`src/logic/vsbd_pkg.sv`:
```
// Shared constants and types of the serial byte decoder
`default_nettype none
package vsbd_pkg;
  // Serial byte and buffer geometry
  localparam int BYTE_W = 8;
  localparam int CNT_BITS = 3;
  localparam int PTR_W = 4;
  localparam int POS_N = 16;
  localparam int CODE_W = 6;
  localparam int LUM_W = 5;
  localparam int DIG_W = 5;
  localparam int FIFO_DEPTH = 2;
  localparam int ADDR_W = 8;
  localparam int DATA_W = 32;

  // Control byte prefixes
  localparam logic [3:0] OP_POINTER = 4'ha;
  localparam logic [3:0] OP_DIGITS = 4'hc;
  localparam logic [2:0] OP_LUMA = 3'h7;

  // Reset values
  localparam logic [PTR_W-1:0] PTR_RST = 4'hf;
  localparam logic [DIG_W-1:0] DIGITS_RST = 5'h10;
  localparam logic [LUM_W-1:0] LUM_RST = 5'h00;
  localparam logic [LUM_W-1:0] LUM_FULL = 5'h1f;

  // Codes that attach to the previous character
  localparam logic [CODE_W-1:0] CODE_DOT = 6'h2e;
  localparam logic [CODE_W-1:0] CODE_COMMA = 6'h2c;

  // Register map, byte addresses
  localparam logic [ADDR_W-1:0] REG_CTRL = 8'h00;
  localparam logic [ADDR_W-1:0] REG_STATUS = 8'h04;
  localparam logic [ADDR_W-1:0] REG_FLAGS = 8'h08;
  localparam logic [1:0] CHAR_PAGE = 2'h1;
  localparam int CTRL_HOLD_BIT = 0;
  localparam int FLAG_OVR_BIT = 0;
  localparam int STAT_PTR_LSB = 0;
  localparam int STAT_DIG_LSB = 8;
  localparam int STAT_LUM_LSB = 16;
  localparam int STAT_LVL_LSB = 24;
  localparam int CHAR_DOT_BIT = 6;
  localparam int CHAR_COMMA_BIT = 7;

  // Dimming slot timing
  localparam int CLK_PERIOD_NS = 10;
  localparam int SLOT_NS = 1000;
  localparam int SLOT_CYC = SLOT_NS / CLK_PERIOD_NS;
  localparam int LUM_STEPS = 31;

  typedef enum logic [1:0] {
    KIND_CHAR = 2'b00,
    KIND_POINTER = 2'b01,
    KIND_DIGITS = 2'b10,
    KIND_LUMA = 2'b11
  } vsbd_kind_t;
endpackage : vsbd_pkg
`default_nettype wire

```
`src/logic/vsbd_pin_sync.sv`:
```
// Two-flop synchronisers for the serial pins and clock fall detection
`timescale 1ns/10ps
`default_nettype none
module vsbd_pin_sync (
  input wire logic pclk, // System clock
  input wire logic presetn, // Async reset, active low
  input wire logic sclk_pin, // Serial clock from host
  input wire logic sdata_pin, // Serial data from host
  output logic sclk_fall, // One-cycle pulse on serial clock fall
  output logic sdata_bit // Synchronised data level
);
  logic [1:0] pins;
  logic [1:0] stage1;
  logic [1:0] stage2;
  logic sclk_prev;

  assign pins = {sclk_pin, sdata_pin};

  genvar g;
  generate
    for (g = 0; g < 2; g++) begin : g_sync
      always_ff @(posedge pclk or negedge presetn) begin
        if (!presetn) begin
          stage1[g] <= 1'b0;
          stage2[g] <= 1'b0;
        end else begin
          stage1[g] <= pins[g];
          stage2[g] <= stage1[g];
        end
      end
    end
  endgenerate

  always_ff @(posedge pclk or negedge presetn) begin
    if (!presetn) begin
      sclk_prev <= 1'b0;
    end else begin
      sclk_prev <= stage2[1];
    end
  end

  // Both pins see the same delay, so data is read as it stood at the fall
  assign sclk_fall = sclk_prev & ~stage2[1];
  assign sdata_bit = stage2[0];
endmodule : vsbd_pin_sync
`default_nettype wire

```
`src/logic/vsbd_byte_fifo.sv`:
```
// Small valid/ready buffer between the shifter and the decoder
`timescale 1ns/10ps
`default_nettype none
module vsbd_byte_fifo #(
  parameter int WIDTH = vsbd_pkg::BYTE_W,
  parameter int DEPTH = vsbd_pkg::FIFO_DEPTH
) (
  input wire logic pclk, // System clock
  input wire logic presetn, // Async reset, active low
  input wire logic in_valid, // Word offered
  output logic in_ready, // Room for a word
  input wire logic [WIDTH-1:0] in_data, // Word in
  output logic out_valid, // Word available
  input wire logic out_ready, // Consumer takes word
  output logic [WIDTH-1:0] out_data, // Oldest word
  output logic [$clog2(DEPTH):0] level // Words held
);
  localparam int IDX_W = (DEPTH > 1) ? $clog2(DEPTH) : 1;
  logic [WIDTH-1:0] mem [DEPTH];
  logic [IDX_W-1:0] wr_idx;
  logic [IDX_W-1:0] rd_idx;
  logic push;
  logic pop;

  assign in_ready = (level != DEPTH[$clog2(DEPTH):0]);
  assign out_valid = (level != '0);
  assign out_data = mem[rd_idx];
  assign push = in_valid & in_ready;
  assign pop = out_valid & out_ready;

  always_ff @(posedge pclk) begin
    if (push) begin
      mem[wr_idx] <= in_data;
    end
  end

  always_ff @(posedge pclk or negedge presetn) begin
    if (!presetn) begin
      wr_idx <= '0;
      rd_idx <= '0;
      level <= '0;
    end else begin
      if (push) begin
        wr_idx <= (wr_idx == IDX_W'(DEPTH - 1)) ? '0 : wr_idx + 1'b1;
      end
      if (pop) begin
        rd_idx <= (rd_idx == IDX_W'(DEPTH - 1)) ? '0 : rd_idx + 1'b1;
      end
      if (push && !pop) begin
        level <= level + 1'b1;
      end else if (pop && !push) begin
        level <= level - 1'b1;
      end
    end
  end
endmodule : vsbd_byte_fifo
`default_nettype wire

```
`src/logic/vsbd_top.sv`:
```
// Serial byte decoder of a sixteen-position display, with APB status access
//
// The placing of the registers and the APB slave port are this design's own decisions.
`timescale 1ns/10ps
`default_nettype none
module vsbd_top (
  input wire logic pclk, // System clock, 100 MHz
  input wire logic presetn, // Module reset, active low
  input wire logic psel, // APB select
  input wire logic penable, // APB access phase
  input wire logic pwrite, // APB write
  input wire logic [vsbd_pkg::ADDR_W-1:0] paddr, // APB byte address
  input wire logic [vsbd_pkg::DATA_W-1:0] pwdata, // APB write data
  output logic [vsbd_pkg::DATA_W-1:0] prdata, // APB read data
  output logic pready, // APB ready
  output logic pslverr, // APB error on unmapped address
  input wire logic sclk_pin, // Serial clock from host
  input wire logic sdata_pin, // Serial data from host
  output logic [vsbd_pkg::LUM_W-1:0] brightness_field, // Current brightness
  output logic [vsbd_pkg::DIG_W-1:0] active_digits, // Positions driven, 1 to 16
  output logic display_on // Drivers on in this dimming slot
);
  localparam int LVL_W = $clog2(vsbd_pkg::FIFO_DEPTH) + 1;
  localparam int SLOT_W = $clog2(vsbd_pkg::SLOT_CYC);

  logic sclk_fall;
  logic sdata_bit;
  logic [vsbd_pkg::BYTE_W-1:0] shift_reg;
  logic [vsbd_pkg::CNT_BITS-1:0] bit_cnt;
  logic byte_valid;
  logic [vsbd_pkg::BYTE_W-1:0] byte_data;
  logic fifo_in_ready;
  logic fifo_out_valid;
  logic [vsbd_pkg::BYTE_W-1:0] fifo_out_data;
  logic [LVL_W-1:0] fifo_level;
  logic take;
  logic hold;
  logic overrun;
  logic [vsbd_pkg::PTR_W-1:0] pointer;
  logic [vsbd_pkg::BYTE_W-1:0] char_buf [vsbd_pkg::POS_N];
  logic [SLOT_W-1:0] slot_cnt;
  logic slot_tick;
  logic [vsbd_pkg::LUM_W-1:0] phase;
  logic access;
  logic mapped;
  logic [vsbd_pkg::CODE_W-1:0] code_in;
  logic [vsbd_pkg::PTR_W-1:0] next_pointer;
  vsbd_pkg::vsbd_kind_t kind_in;

  function automatic vsbd_pkg::vsbd_kind_t classify(input logic [vsbd_pkg::BYTE_W-1:0] b);
    if (!b[7]) begin
      classify = vsbd_pkg::KIND_CHAR;
    end else if (b[7:5] == vsbd_pkg::OP_LUMA) begin
      classify = vsbd_pkg::KIND_LUMA;
    end else if (b[7:4] == vsbd_pkg::OP_DIGITS) begin
      classify = vsbd_pkg::KIND_DIGITS;
    end else if (b[7:4] == vsbd_pkg::OP_POINTER) begin
      classify = vsbd_pkg::KIND_POINTER;
    end else begin
      // Other control prefixes carry no function; treated as a pointer-free no-op below
      classify = vsbd_pkg::KIND_CHAR;
    end
  endfunction : classify

  function automatic logic is_attach(input logic [vsbd_pkg::CODE_W-1:0] c);
    is_attach = (c == vsbd_pkg::CODE_DOT) || (c == vsbd_pkg::CODE_COMMA);
  endfunction : is_attach

  function automatic logic is_unused_ctrl(input logic [vsbd_pkg::BYTE_W-1:0] b);
    is_unused_ctrl = b[7] && (b[7:5] != vsbd_pkg::OP_LUMA) && (b[7:4] != vsbd_pkg::OP_DIGITS)
                     && (b[7:4] != vsbd_pkg::OP_POINTER);
  endfunction : is_unused_ctrl

  vsbd_pin_sync u_sync (
    .pclk(pclk),
    .presetn(presetn),
    .sclk_pin(sclk_pin),
    .sdata_pin(sdata_pin),
    .sclk_fall(sclk_fall),
    .sdata_bit(sdata_bit)
  );

  // Serial shifter
  always_ff @(posedge pclk or negedge presetn) begin
    if (!presetn) begin
      shift_reg <= 8'h00;
      bit_cnt <= 3'h0;
      byte_valid <= 1'b0;
      byte_data <= 8'h00;
    end else begin
      byte_valid <= 1'b0;
      if (sclk_fall) begin
        shift_reg <= {shift_reg[vsbd_pkg::BYTE_W-2:0], sdata_bit};
        bit_cnt <= bit_cnt + 3'h1;
        if (bit_cnt == 3'h7) begin
          byte_valid <= 1'b1;
          byte_data <= {shift_reg[vsbd_pkg::BYTE_W-2:0], sdata_bit};
        end
      end
    end
  end

  // The host cannot be stalled, so a byte that finds the buffer full is dropped and flagged
  vsbd_byte_fifo #(
    .WIDTH(vsbd_pkg::BYTE_W),
    .DEPTH(vsbd_pkg::FIFO_DEPTH)
  ) u_fifo (
    .pclk(pclk),
    .presetn(presetn),
    .in_valid(byte_valid),
    .in_ready(fifo_in_ready),
    .in_data(byte_data),
    .out_valid(fifo_out_valid),
    .out_ready(!hold),
    .out_data(fifo_out_data),
    .level(fifo_level)
  );

  assign take = fifo_out_valid & ~hold;
  assign kind_in = classify(fifo_out_data);
  assign code_in = fifo_out_data[vsbd_pkg::CODE_W-1:0];
  assign next_pointer = pointer + 4'h1;

  // Pointer keeps the raw nibble; a character lands at nibble plus one
  always_ff @(posedge pclk or negedge presetn) begin
    if (!presetn) begin
      pointer <= vsbd_pkg::PTR_RST;
    end else if (take) begin
      if (kind_in == vsbd_pkg::KIND_POINTER) begin
        pointer <= fifo_out_data[3:0];
      end else if (kind_in == vsbd_pkg::KIND_CHAR && !fifo_out_data[7] && !is_attach(code_in)) begin
        pointer <= next_pointer;
      end
    end
  end

  always_ff @(posedge pclk or negedge presetn) begin
    if (!presetn) begin
      active_digits <= vsbd_pkg::DIGITS_RST;
    end else if (take && kind_in == vsbd_pkg::KIND_DIGITS) begin
      // A nibble of zero stands for all sixteen positions
      active_digits <= (fifo_out_data[3:0] == 4'h0) ? vsbd_pkg::DIGITS_RST
                       : {1'b0, fifo_out_data[3:0]};
    end
  end

  always_ff @(posedge pclk or negedge presetn) begin
    if (!presetn) begin
      brightness_field <= vsbd_pkg::LUM_RST;
    end else if (take && kind_in == vsbd_pkg::KIND_LUMA) begin
      brightness_field <= fifo_out_data[vsbd_pkg::LUM_W-1:0];
    end
  end

  // Character store; bit 6 of the byte is dropped, leaving 64 codes
  always_ff @(posedge pclk or negedge presetn) begin
    if (!presetn) begin
      for (int i = 0; i < vsbd_pkg::POS_N; i++) begin
        char_buf[i] <= 8'h00;
      end
    end else if (take && !fifo_out_data[7]) begin
      if (is_attach(code_in)) begin
        if (code_in == vsbd_pkg::CODE_DOT) begin
          char_buf[pointer][vsbd_pkg::CHAR_DOT_BIT] <= 1'b1;
        end else begin
          char_buf[pointer][vsbd_pkg::CHAR_COMMA_BIT] <= 1'b1;
        end
      end else begin
        char_buf[next_pointer] <= {2'b00, code_in};
      end
    end
  end

  // Dimming: 31 slots per frame, brightness counts the lit ones
  always_ff @(posedge pclk or negedge presetn) begin
    if (!presetn) begin
      slot_cnt <= '0;
      slot_tick <= 1'b0;
    end else begin
      slot_tick <= (slot_cnt == SLOT_W'(vsbd_pkg::SLOT_CYC - 1));
      slot_cnt <= (slot_cnt == SLOT_W'(vsbd_pkg::SLOT_CYC - 1)) ? '0 : slot_cnt + 1'b1;
    end
  end

  always_ff @(posedge pclk or negedge presetn) begin
    if (!presetn) begin
      phase <= 5'h00;
    end else if (slot_tick) begin
      phase <= (phase == 5'(vsbd_pkg::LUM_STEPS - 1)) ? 5'h00 : phase + 5'h01;
    end
  end

  always_ff @(posedge pclk or negedge presetn) begin
    if (!presetn) begin
      display_on <= 1'b0;
    end else begin
      display_on <= (brightness_field > phase);
    end
  end

  // APB slave, one wait state on every access
  assign access = psel & penable & pready;
  assign mapped = (paddr == vsbd_pkg::REG_CTRL) || (paddr == vsbd_pkg::REG_STATUS)
                  || (paddr == vsbd_pkg::REG_FLAGS) || (paddr[7:6] == vsbd_pkg::CHAR_PAGE && paddr[1:0] == 2'b00);

  always_ff @(posedge pclk or negedge presetn) begin
    if (!presetn) begin
      pready <= 1'b0;
      pslverr <= 1'b0;
      prdata <= 32'h0000_0000;
    end else begin
      pready <= psel & penable & ~pready;
      pslverr <= psel & penable & ~pready & ~mapped;
      prdata <= 32'h0000_0000;
      if (psel && penable && !pready && !pwrite) begin
        if (paddr == vsbd_pkg::REG_CTRL) begin
          prdata[vsbd_pkg::CTRL_HOLD_BIT] <= hold;
        end else if (paddr == vsbd_pkg::REG_STATUS) begin
          prdata[vsbd_pkg::STAT_PTR_LSB +: vsbd_pkg::PTR_W] <= pointer;
          prdata[vsbd_pkg::STAT_DIG_LSB +: vsbd_pkg::DIG_W] <= active_digits;
          prdata[vsbd_pkg::STAT_LUM_LSB +: vsbd_pkg::LUM_W] <= brightness_field;
          prdata[vsbd_pkg::STAT_LVL_LSB +: LVL_W] <= fifo_level;
        end else if (paddr == vsbd_pkg::REG_FLAGS) begin
          prdata[vsbd_pkg::FLAG_OVR_BIT] <= overrun;
        end else if (paddr[7:6] == vsbd_pkg::CHAR_PAGE && paddr[1:0] == 2'b00) begin
          prdata[vsbd_pkg::BYTE_W-1:0] <= char_buf[paddr[5:2]];
        end
      end
    end
  end

  // Hold freezes decoding so software can read a stable buffer; bytes queue meanwhile
  always_ff @(posedge pclk or negedge presetn) begin
    if (!presetn) begin
      hold <= 1'b0;
    end else if (access && pwrite && paddr == vsbd_pkg::REG_CTRL) begin
      hold <= pwdata[vsbd_pkg::CTRL_HOLD_BIT];
    end
  end

  // Overrun is write-one-to-clear; a new overrun in the clearing cycle wins
  always_ff @(posedge pclk or negedge presetn) begin
    if (!presetn) begin
      overrun <= 1'b0;
    end else if (byte_valid && !fifo_in_ready) begin
      overrun <= 1'b1;
    end else if (access && pwrite && paddr == vsbd_pkg::REG_FLAGS && pwdata[vsbd_pkg::FLAG_OVR_BIT]) begin
      overrun <= 1'b0;
    end
  end

  a_byte_complete: assert property (@(posedge pclk) disable iff (!presetn)
    byte_valid |-> $past(bit_cnt) == 3'h7 && bit_cnt == 3'h0 && $past(sclk_fall))
    else $error("byte released before eight bits");

  a_msb_first: assert property (@(posedge pclk) disable iff (!presetn)
    byte_valid |-> byte_data[7:1] == $past(shift_reg[6:0]) && byte_data[0] == $past(sdata_bit))
    else $error("byte not assembled msb first");

  a_pointer_load: assert property (@(posedge pclk) disable iff (!presetn)
    take && fifo_out_data[7:4] == 4'ha |=> pointer == $past(fifo_out_data[3:0]))
    else $error("pointer byte did not load pointer");

  a_digit_load: assert property (@(posedge pclk) disable iff (!presetn)
    take && fifo_out_data[7:4] == 4'hc |=> active_digits == (($past(fifo_out_data[3:0]) == 4'h0) ? 5'h10
      : {1'b0, $past(fifo_out_data[3:0])}))
    else $error("digit byte did not load count");

  a_luma_load: assert property (@(posedge pclk) disable iff (!presetn)
    take && fifo_out_data[7:5] == 3'h7 |=> brightness_field == $past(fifo_out_data[4:0]))
    else $error("brightness byte did not load field");

  a_char_advance: assert property (@(posedge pclk) disable iff (!presetn)
    take && !fifo_out_data[7] && !is_attach(fifo_out_data[5:0])
      |=> pointer == $past(pointer) + 4'h1 && char_buf[pointer] == {2'b00, $past(fifo_out_data[5:0])})
    else $error("character not stored after advance");

  a_attach_hold: assert property (@(posedge pclk) disable iff (!presetn)
    take && !fifo_out_data[7] && is_attach(fifo_out_data[5:0]) |=> $stable(pointer))
    else $error("dot or comma moved the pointer");

  a_dot_mark: assert property (@(posedge pclk) disable iff (!presetn)
    take && !fifo_out_data[7] && fifo_out_data[5:0] == 6'h2e |=> char_buf[pointer][6])
    else $error("dot not attached to last character");

  a_control_no_store: assert property (@(posedge pclk) disable iff (!presetn)
    take && fifo_out_data[7] && fifo_out_data[7:4] != 4'ha |=> $stable(pointer))
    else $error("control byte treated as character");

  a_unused_ctrl: assert property (@(posedge pclk) disable iff (!presetn)
    take && is_unused_ctrl(fifo_out_data)
      |=> $stable(pointer) && $stable(active_digits) && $stable(brightness_field))
    else $error("unused control byte changed state");

  a_blank_zero: assert property (@(posedge pclk) disable iff (!presetn)
    brightness_field == 5'h00 ##1 brightness_field == 5'h00 |-> !display_on)
    else $error("display lit at zero brightness");

  a_full_on: assert property (@(posedge pclk) disable iff (!presetn)
    brightness_field == 5'h1f |=> display_on)
    else $error("display dark at full brightness");

  a_digits_range: assert property (@(posedge pclk) disable iff (!presetn)
    active_digits != 5'h00 && active_digits <= 5'h10)
    else $error("digit count outside one to sixteen");

  a_reset_state: assert property (@(posedge pclk) disable iff (!presetn)
    $rose(presetn) |-> brightness_field == 5'h00 && active_digits == 5'h10 && pointer == 4'hf)
    else $error("wrong state after reset");

  a_reset_count: assert property (@(posedge pclk) disable iff (!presetn)
    $rose(presetn) |-> bit_cnt == 3'h0 && !byte_valid)
    else $error("bit count not restarted by reset");

  a_bit_step: assert property (@(posedge pclk) disable iff (!presetn)
    sclk_fall |=> bit_cnt == $past(bit_cnt) + 3'h1)
    else $error("serial fall not counted once");

  a_code_range: assert property (@(posedge pclk) disable iff (!presetn)
    take && !fifo_out_data[7] |=> $stable(brightness_field) && $stable(active_digits))
    else $error("character byte changed a control field");

  a_ready_wait: assert property (@(posedge pclk) disable iff (!presetn)
    psel && penable && !pready |=> pready)
    else $error("bus access not answered after one wait state");
endmodule : vsbd_top
`default_nettype wire

```
`config.mk`:
```
export PLATFORM = sky130hd
export DESIGN_NAME = vsbd_top
export DESIGN_NICKNAME = d
export VERILOG_FILES = /design/src/logic/vsbd_pkg.sv /design/src/logic/vsbd_pin_sync.sv /design/src/logic/vsbd_byte_fifo.sv /design/src/logic/vsbd_top.sv
export SDC_FILE = /design/constraint.sdc
export NUM_CORES = 1
export LEC_CHECK = 0
export ABC_CLOCK_PERIOD_IN_PS = 3550
export BUFFER_PORTS_ARGS = -buffer_cell sky130_fd_sc_hd__buf_4
export CORE_MARGIN = 8
export CORE_UTILIZATION = 55
export DETAILED_ROUTE_END_ITERATION = 10
export HOLD_SLACK_MARGIN = 0.05
export PLACE_DENSITY = 0.75
export SYNTH_ARGS = -nofsm -noshare
export SYNTH_HDL_FRONTEND = slang
export SYNTH_SLANG_ARGS = --single-unit
export TNS_END_PERCENT = 1
```
`constraint.sdc`:
```
create_clock -name pclk -period 3.55 [get_ports pclk]
set_clock_uncertainty 0.15 [all_clocks]
set_input_delay 0.5325 -clock pclk [delete_from_list [all_inputs] [get_ports pclk]]
set_output_delay 0.5325 -clock pclk [all_outputs]
set_load 0.1 [all_outputs]
```
==> impl_table.tex <==
\begin{tabular}{lr}
\hline
Metric & Value \\
\hline
\multicolumn{2}{l}{\textbf{Outcome}} \\
\quad Status & complete, no violations \\
\multicolumn{2}{l}{\textbf{Timing}} \\
\quad Final Max Tran Viols & 0 \\
\quad Final period utilization & 0.778 \\
\quad Max Clk Rate & between 0.3 and 0.4 GHz \\
\quad Least-Margin Pin Slew & about 840 ps \\
\quad Clock period minus worst slack & approximately 2800 ps \\
\quad RSZ-0062 raised after global routing & no \\
\quad Worst hold slack across all endpoints & $\sim$140 ps \\
\quad Slew HR & 0.438 \\
\quad Count of final hold-check violations & 0 \\
\quad Setup-violating endpoint count in the final report & 0 \\
\quad Worst setup slack after layout & slightly below 800 ps \\
\quad Setup TNS & 0 ps \\
\multicolumn{2}{l}{\textbf{Clock network}} \\
\quad Post-CTS sizing & 0 \\
\quad Maximum buffer depth of the clock tree & 3 \\
\quad CTS clk-pin slew, worst paths & roughly 60 ps \\
\quad Sink count of the clock tree & $\sim$220 \\
\quad Worst-skew pair later-pin latency & 510 ps \\
\quad Total setup buffers inserted after CTS & 0 \\
\quad CTS tree & yes \\
\quad Clock tree root driver cell & sky130\_fd\_sc\_hd\_\_clkbuf\_16 \\
\quad Number of buffers created by CTS & 24 \\
\quad Count of H-tree levels built during CTS & 1 \\
\multicolumn{2}{l}{\textbf{Placement}} \\
\quad Setup slack at placement & 831 ps \\
\quad Cell Count Post-Placement & between 1,000 and 1,500 \\
\quad Placed wire-length estimate after detailed placement & $\sim$17,000 microns \\
\quad Gpl congestion & between 0.9 and 1 \\
\quad Port bufs & between 40 and 50 \\
\quad Cell area reported after detailed placement & 10,900 sq um \\
\multicolumn{2}{l}{\textbf{Final layout}} \\
\quad Layout Area Growth over Synthesis & 14.2\% \\
\quad Post-layout net count & 996 \\
\quad Diode insertion count for antenna repair & 0 \\
\quad Leading registers by flop count & char\_buf x128, prdata x20, u\_fifo.mem x16 \\
\quad Cell area after layout & between 10,000 and 15,000 sq um \\
\quad Top library cells by usage in the layout, fill and taps aside & sky130\_fd\_sc\_hd\_\_dfrtp\_1, sky130\_fd\_sc\_hd\_\_nor2\_1, sky130\_fd\_sc\_hd\_\_a21oi\_1 \\
\quad Register with the highest flop count & char\_buf \\
\quad Count of filler cells inserted in the layout & about 1,400 \\
\quad Final standard cell utilization of the core & 0.634 \\
\quad Most frequent standard cell in the layout excluding fill and tap cells & sky130\_fd\_sc\_hd\_\_dfrtp\_1 \\
\quad Flip-flop count of the largest register after layout & about 130 \\
\quad Finished Layout Cells & approximately 1,200 \\
\quad Ratio of cells with drive above 1 in the final layout & 0.233 \\
\multicolumn{2}{l}{\textbf{Yosys}} \\
\quad Mean instance size in the synthesized netlist & 11.8 sq um \\
\quad Portion of synthesized cell area occupied by the leading cell type & 0.494 \\
\quad Share of synthesized registers carrying an async set or reset & 0.929 \\
\quad Leading post-synthesis cells by cell area & sky130\_fd\_sc\_hd\_\_dfrtp\_1, sky130\_fd\_sc\_hd\_\_mux4\_2, sky130\_fd\_sc\_hd\_\_edfxtp\_1 \\
\quad Flops \& latches, synth & between 200 and 250 \\
\quad Part of the Yosys area used for sequential elements & 0.554 \\
\quad Distinct cells, synth & 70 \\
\quad Post-synth EDFFs & 16 \\
\quad Most used DFF post-synth & sky130\_fd\_sc\_hd\_\_dfrtp\_1 \\
\quad Cells after synthesis & $\sim$870 \\
\quad Warnings from Yosys & 0 \\
\quad Library cell with the largest summed area after synthesis & sky130\_fd\_sc\_hd\_\_dfrtp\_1 \\
\quad Synthesized area & around 10,000 sq um \\
\multicolumn{2}{l}{\textbf{Die}} \\
\quad Starting Density & 0.555 \\
\quad Floorplan row count & 50 \\
\quad I/O pin count & between 90 and 100 \\
\quad Height of the chip & around 150 microns \\
\quad Die area & 23,300 sq um \\
\quad Die Width & about 150 microns \\
\quad Placeable core region & between 15,000 and 20,000 sq um \\
\multicolumn{2}{l}{\textbf{Critical path}} \\
\quad Standard cell with the maximum stage delay on the critical path & sky130\_fd\_sc\_hd\_\_dfrtp\_1 \\
\quad Endpoint kind of the worst setup timing path & flip-flop \\
\quad Data required, critical path & 3790 ps \\
\quad Arrival @ worst endpoint & $\sim$3000 ps \\
\quad Sequence of cells on the critical path & mux2i\_2 -> nand2\_1 -> nor2\_2 -> and3\_4 -> mux2\_1 \\
\quad Type of element launching the critical path & flip-flop \\
\quad Crit-path max FO & 12 \\
\quad Peak per-stage delay on the critical path & approximately 690 ps \\
\quad WS Path Type & reg2reg \\
\multicolumn{2}{l}{\textbf{Power and ir drop}} \\
\quad Combinational power share & 0.333 \\
\quad Clock group share of total power & 0.254 \\
\quad Total power of the final layout & 9.70 mW \\
\quad Sw Pwr & about 3.5 mW \\
\quad Portion of total power attributed to sequential cells & 0.413 \\
\quad Proportion of total power due to net switching & 0.365 \\
\quad Cell internal pwr & a little over 6 mW \\
\quad Max IR drop VDD & between 0.5 and 0.6 mV \\
\quad LEAKAGE & roughly 5.3 nW \\
\quad Ratio of total power to cell area & $\sim$830 nW/um\^{}2 \\
\multicolumn{2}{l}{\textbf{Hold path}} \\
\quad Worst min path class & in2reg \\
\multicolumn{2}{l}{\textbf{Drt}} \\
\quad Detailed Routing Iterations Pass 1 & 5 \\
\quad Vias/cell & about 6 \\
\quad Number of DRC markers in iteration 0 & between 500 and 600 \\
\quad Overall via count from detail\_route & 7,090 \\
\quad Count of nets left with antenna violations after detail routing & 0 \\
\quad WL final & $\sim$24,000 microns \\
\quad \# DRC & 0 \\
\quad Avg WL per Cell & approximately 20 microns \\
\multicolumn{2}{l}{\textbf{GRT}} \\
\quad Total congestion overflow after global routing & 0 \\
\quad First-pass GRT wire length & between 30,000 and 40,000 microns \\
\quad Global-route total usage across every layer & 0.208 \\
\quad Initial antenna violation count & 0 \\
\quad Vias in the first global route & 7,314 \\
\quad Maximum number of pins on one net before global-route repair & about 100 \\
\multicolumn{2}{l}{\textbf{Run}} \\
\quad Max-cap check violation count & 0 \\
\hline
\end{tabular}
## kinds of logic (layout without fill, tap and decap cells)
kind of cell | Yosys count | in the layout | share of synthesized area
other cells | 1 | 12 | 0.000365
compound gates | 203 | 203 | 0.122
fa+ha+maj | 17 | 17 | 0.0207
buf+inv | 88 | 156 | 0.0426
xor+xnor | 10 | 10 | 0.00852
simple gates | 242 | 242 | 0.115
flops | 224 | 224 | 0.554
mux | 86 | 86 | 0.138
## cells in the mapped netlist (3+ instances only)
| cell | instances |
|---|---|
| sky130_fd_sc_hd__a211oi_1 | 8 |
| sky130_fd_sc_hd__a211oi_2 | 3 |
| sky130_fd_sc_hd__a21o_1 | 3 |
| sky130_fd_sc_hd__a21oi_1 | 82 |
| sky130_fd_sc_hd__a221oi_1 | 3 |
| sky130_fd_sc_hd__a22o_1 | 7 |
| sky130_fd_sc_hd__a31oi_1 | 14 |
| sky130_fd_sc_hd__and2_1 | 16 |
| sky130_fd_sc_hd__and3_1 | 12 |
| sky130_fd_sc_hd__buf_1 | 3 |
| sky130_fd_sc_hd__buf_2 | 13 |
| sky130_fd_sc_hd__buf_4 | 17 |
| sky130_fd_sc_hd__buf_6 | 3 |
| sky130_fd_sc_hd__clkbuf_1 | 22 |
| sky130_fd_sc_hd__clkbuf_2 | 4 |
| sky130_fd_sc_hd__dfrtp_1 | 203 |
| sky130_fd_sc_hd__dfstp_2 | 5 |
| sky130_fd_sc_hd__edfxtp_1 | 16 |
| sky130_fd_sc_hd__ha_1 | 17 |
| sky130_fd_sc_hd__inv_1 | 26 |
| sky130_fd_sc_hd__mux2_2 | 32 |
| sky130_fd_sc_hd__mux2_4 | 5 |
| sky130_fd_sc_hd__mux2i_1 | 8 |
| sky130_fd_sc_hd__mux4_2 | 39 |
| sky130_fd_sc_hd__nand2_1 | 56 |
| sky130_fd_sc_hd__nand2b_1 | 4 |
| sky130_fd_sc_hd__nand3_1 | 10 |
| sky130_fd_sc_hd__nand3b_1 | 5 |
| sky130_fd_sc_hd__nor2_1 | 93 |
| sky130_fd_sc_hd__nor2b_1 | 5 |
| sky130_fd_sc_hd__nor3_1 | 15 |
| sky130_fd_sc_hd__nor3b_1 | 5 |
| sky130_fd_sc_hd__nor4_1 | 3 |
| sky130_fd_sc_hd__o2111ai_1 | 3 |
| sky130_fd_sc_hd__o21a_1 | 9 |
| sky130_fd_sc_hd__o21ai_0 | 48 |
| sky130_fd_sc_hd__o32ai_1 | 3 |
| sky130_fd_sc_hd__xnor2_1 | 5 |
| sky130_fd_sc_hd__xor2_1 | 5 |
## routing by layer
layer / vias to the layer above / global-route usage / wire length, microns
met5: - / 0 / 0
met4: 0 / 0.0707 / 704
met3: 52 / 0.0366 / 1610
met2: 263 / 0.345 / 11700
met1: 3531 / 0.273 / 10100
li1: 3244 / - / -
## worst max-delay path, delay by kind of cell, from the launching register on
kind / cells / cell delay [ps]
and+or+nand+nor: 3 / 1070
muxes: 2 / 750
DFF: 1 / 690
## layout make-up
cell class / count / area (sq um) / share of cell area
flip-flops and latches: 224 / 5690 / 0.485
repair buffers: 86 / 672 / 0.0572
well taps: 234 / 293 / 0.0249
multi-input cells: 570 / 4200 / 0.357
clock inverters: 6 / 57.6 / 0.00490
inverters: 26 / 97.6 / 0.00831
clock buffers: 38 / 736 / 0.0626
## path summary, 6_finish.rpt
path	from	endpoint	slack, ps	cells past startpoint
min	pwdata[0]	hold$_DFFE_PN0P_	140	2
max reg2reg	u_fifo.rd_idx$_DFFE_PN0P_	char_buf[58]$_DFFE_PN0P_	790	5
max in group asynchronous	presetn	pointer[1]$_DFFE_PN1P_	1710	3
min in group asynchronous	presetn	prdata[18]$_DFF_PN0_	570	2
max	u_fifo.rd_idx$_DFFE_PN0P_	char_buf[58]$_DFFE_PN0P_	790	5
min reg2reg	u_sync.stage1[0]$_DFF_PN0_	u_sync.sdata_bit$_DFF_PN0_	200	0
## power by group through the flow
stage | Sequential, mW | Combinational [mW] | Clock (mW)
finish | 4.01 | 3.22 | 2.46
CTS | 4.00 | 3.21 | 2.50
floorplan | 4.18 | 2.09 | 0
global route | 4.10 | 3.50 | 2.59
global placement | 3.98 | 3.10 | 0
detailed placement | 4.02 | 3.18 | 0
## repair_timing
item                                    in CTS  in global routing
hold endpoints to repair                   100                  0
endpoints found under the setup margin       0                  0
hold buffers                                 3                  0
(Power assumes the default switching activity.)
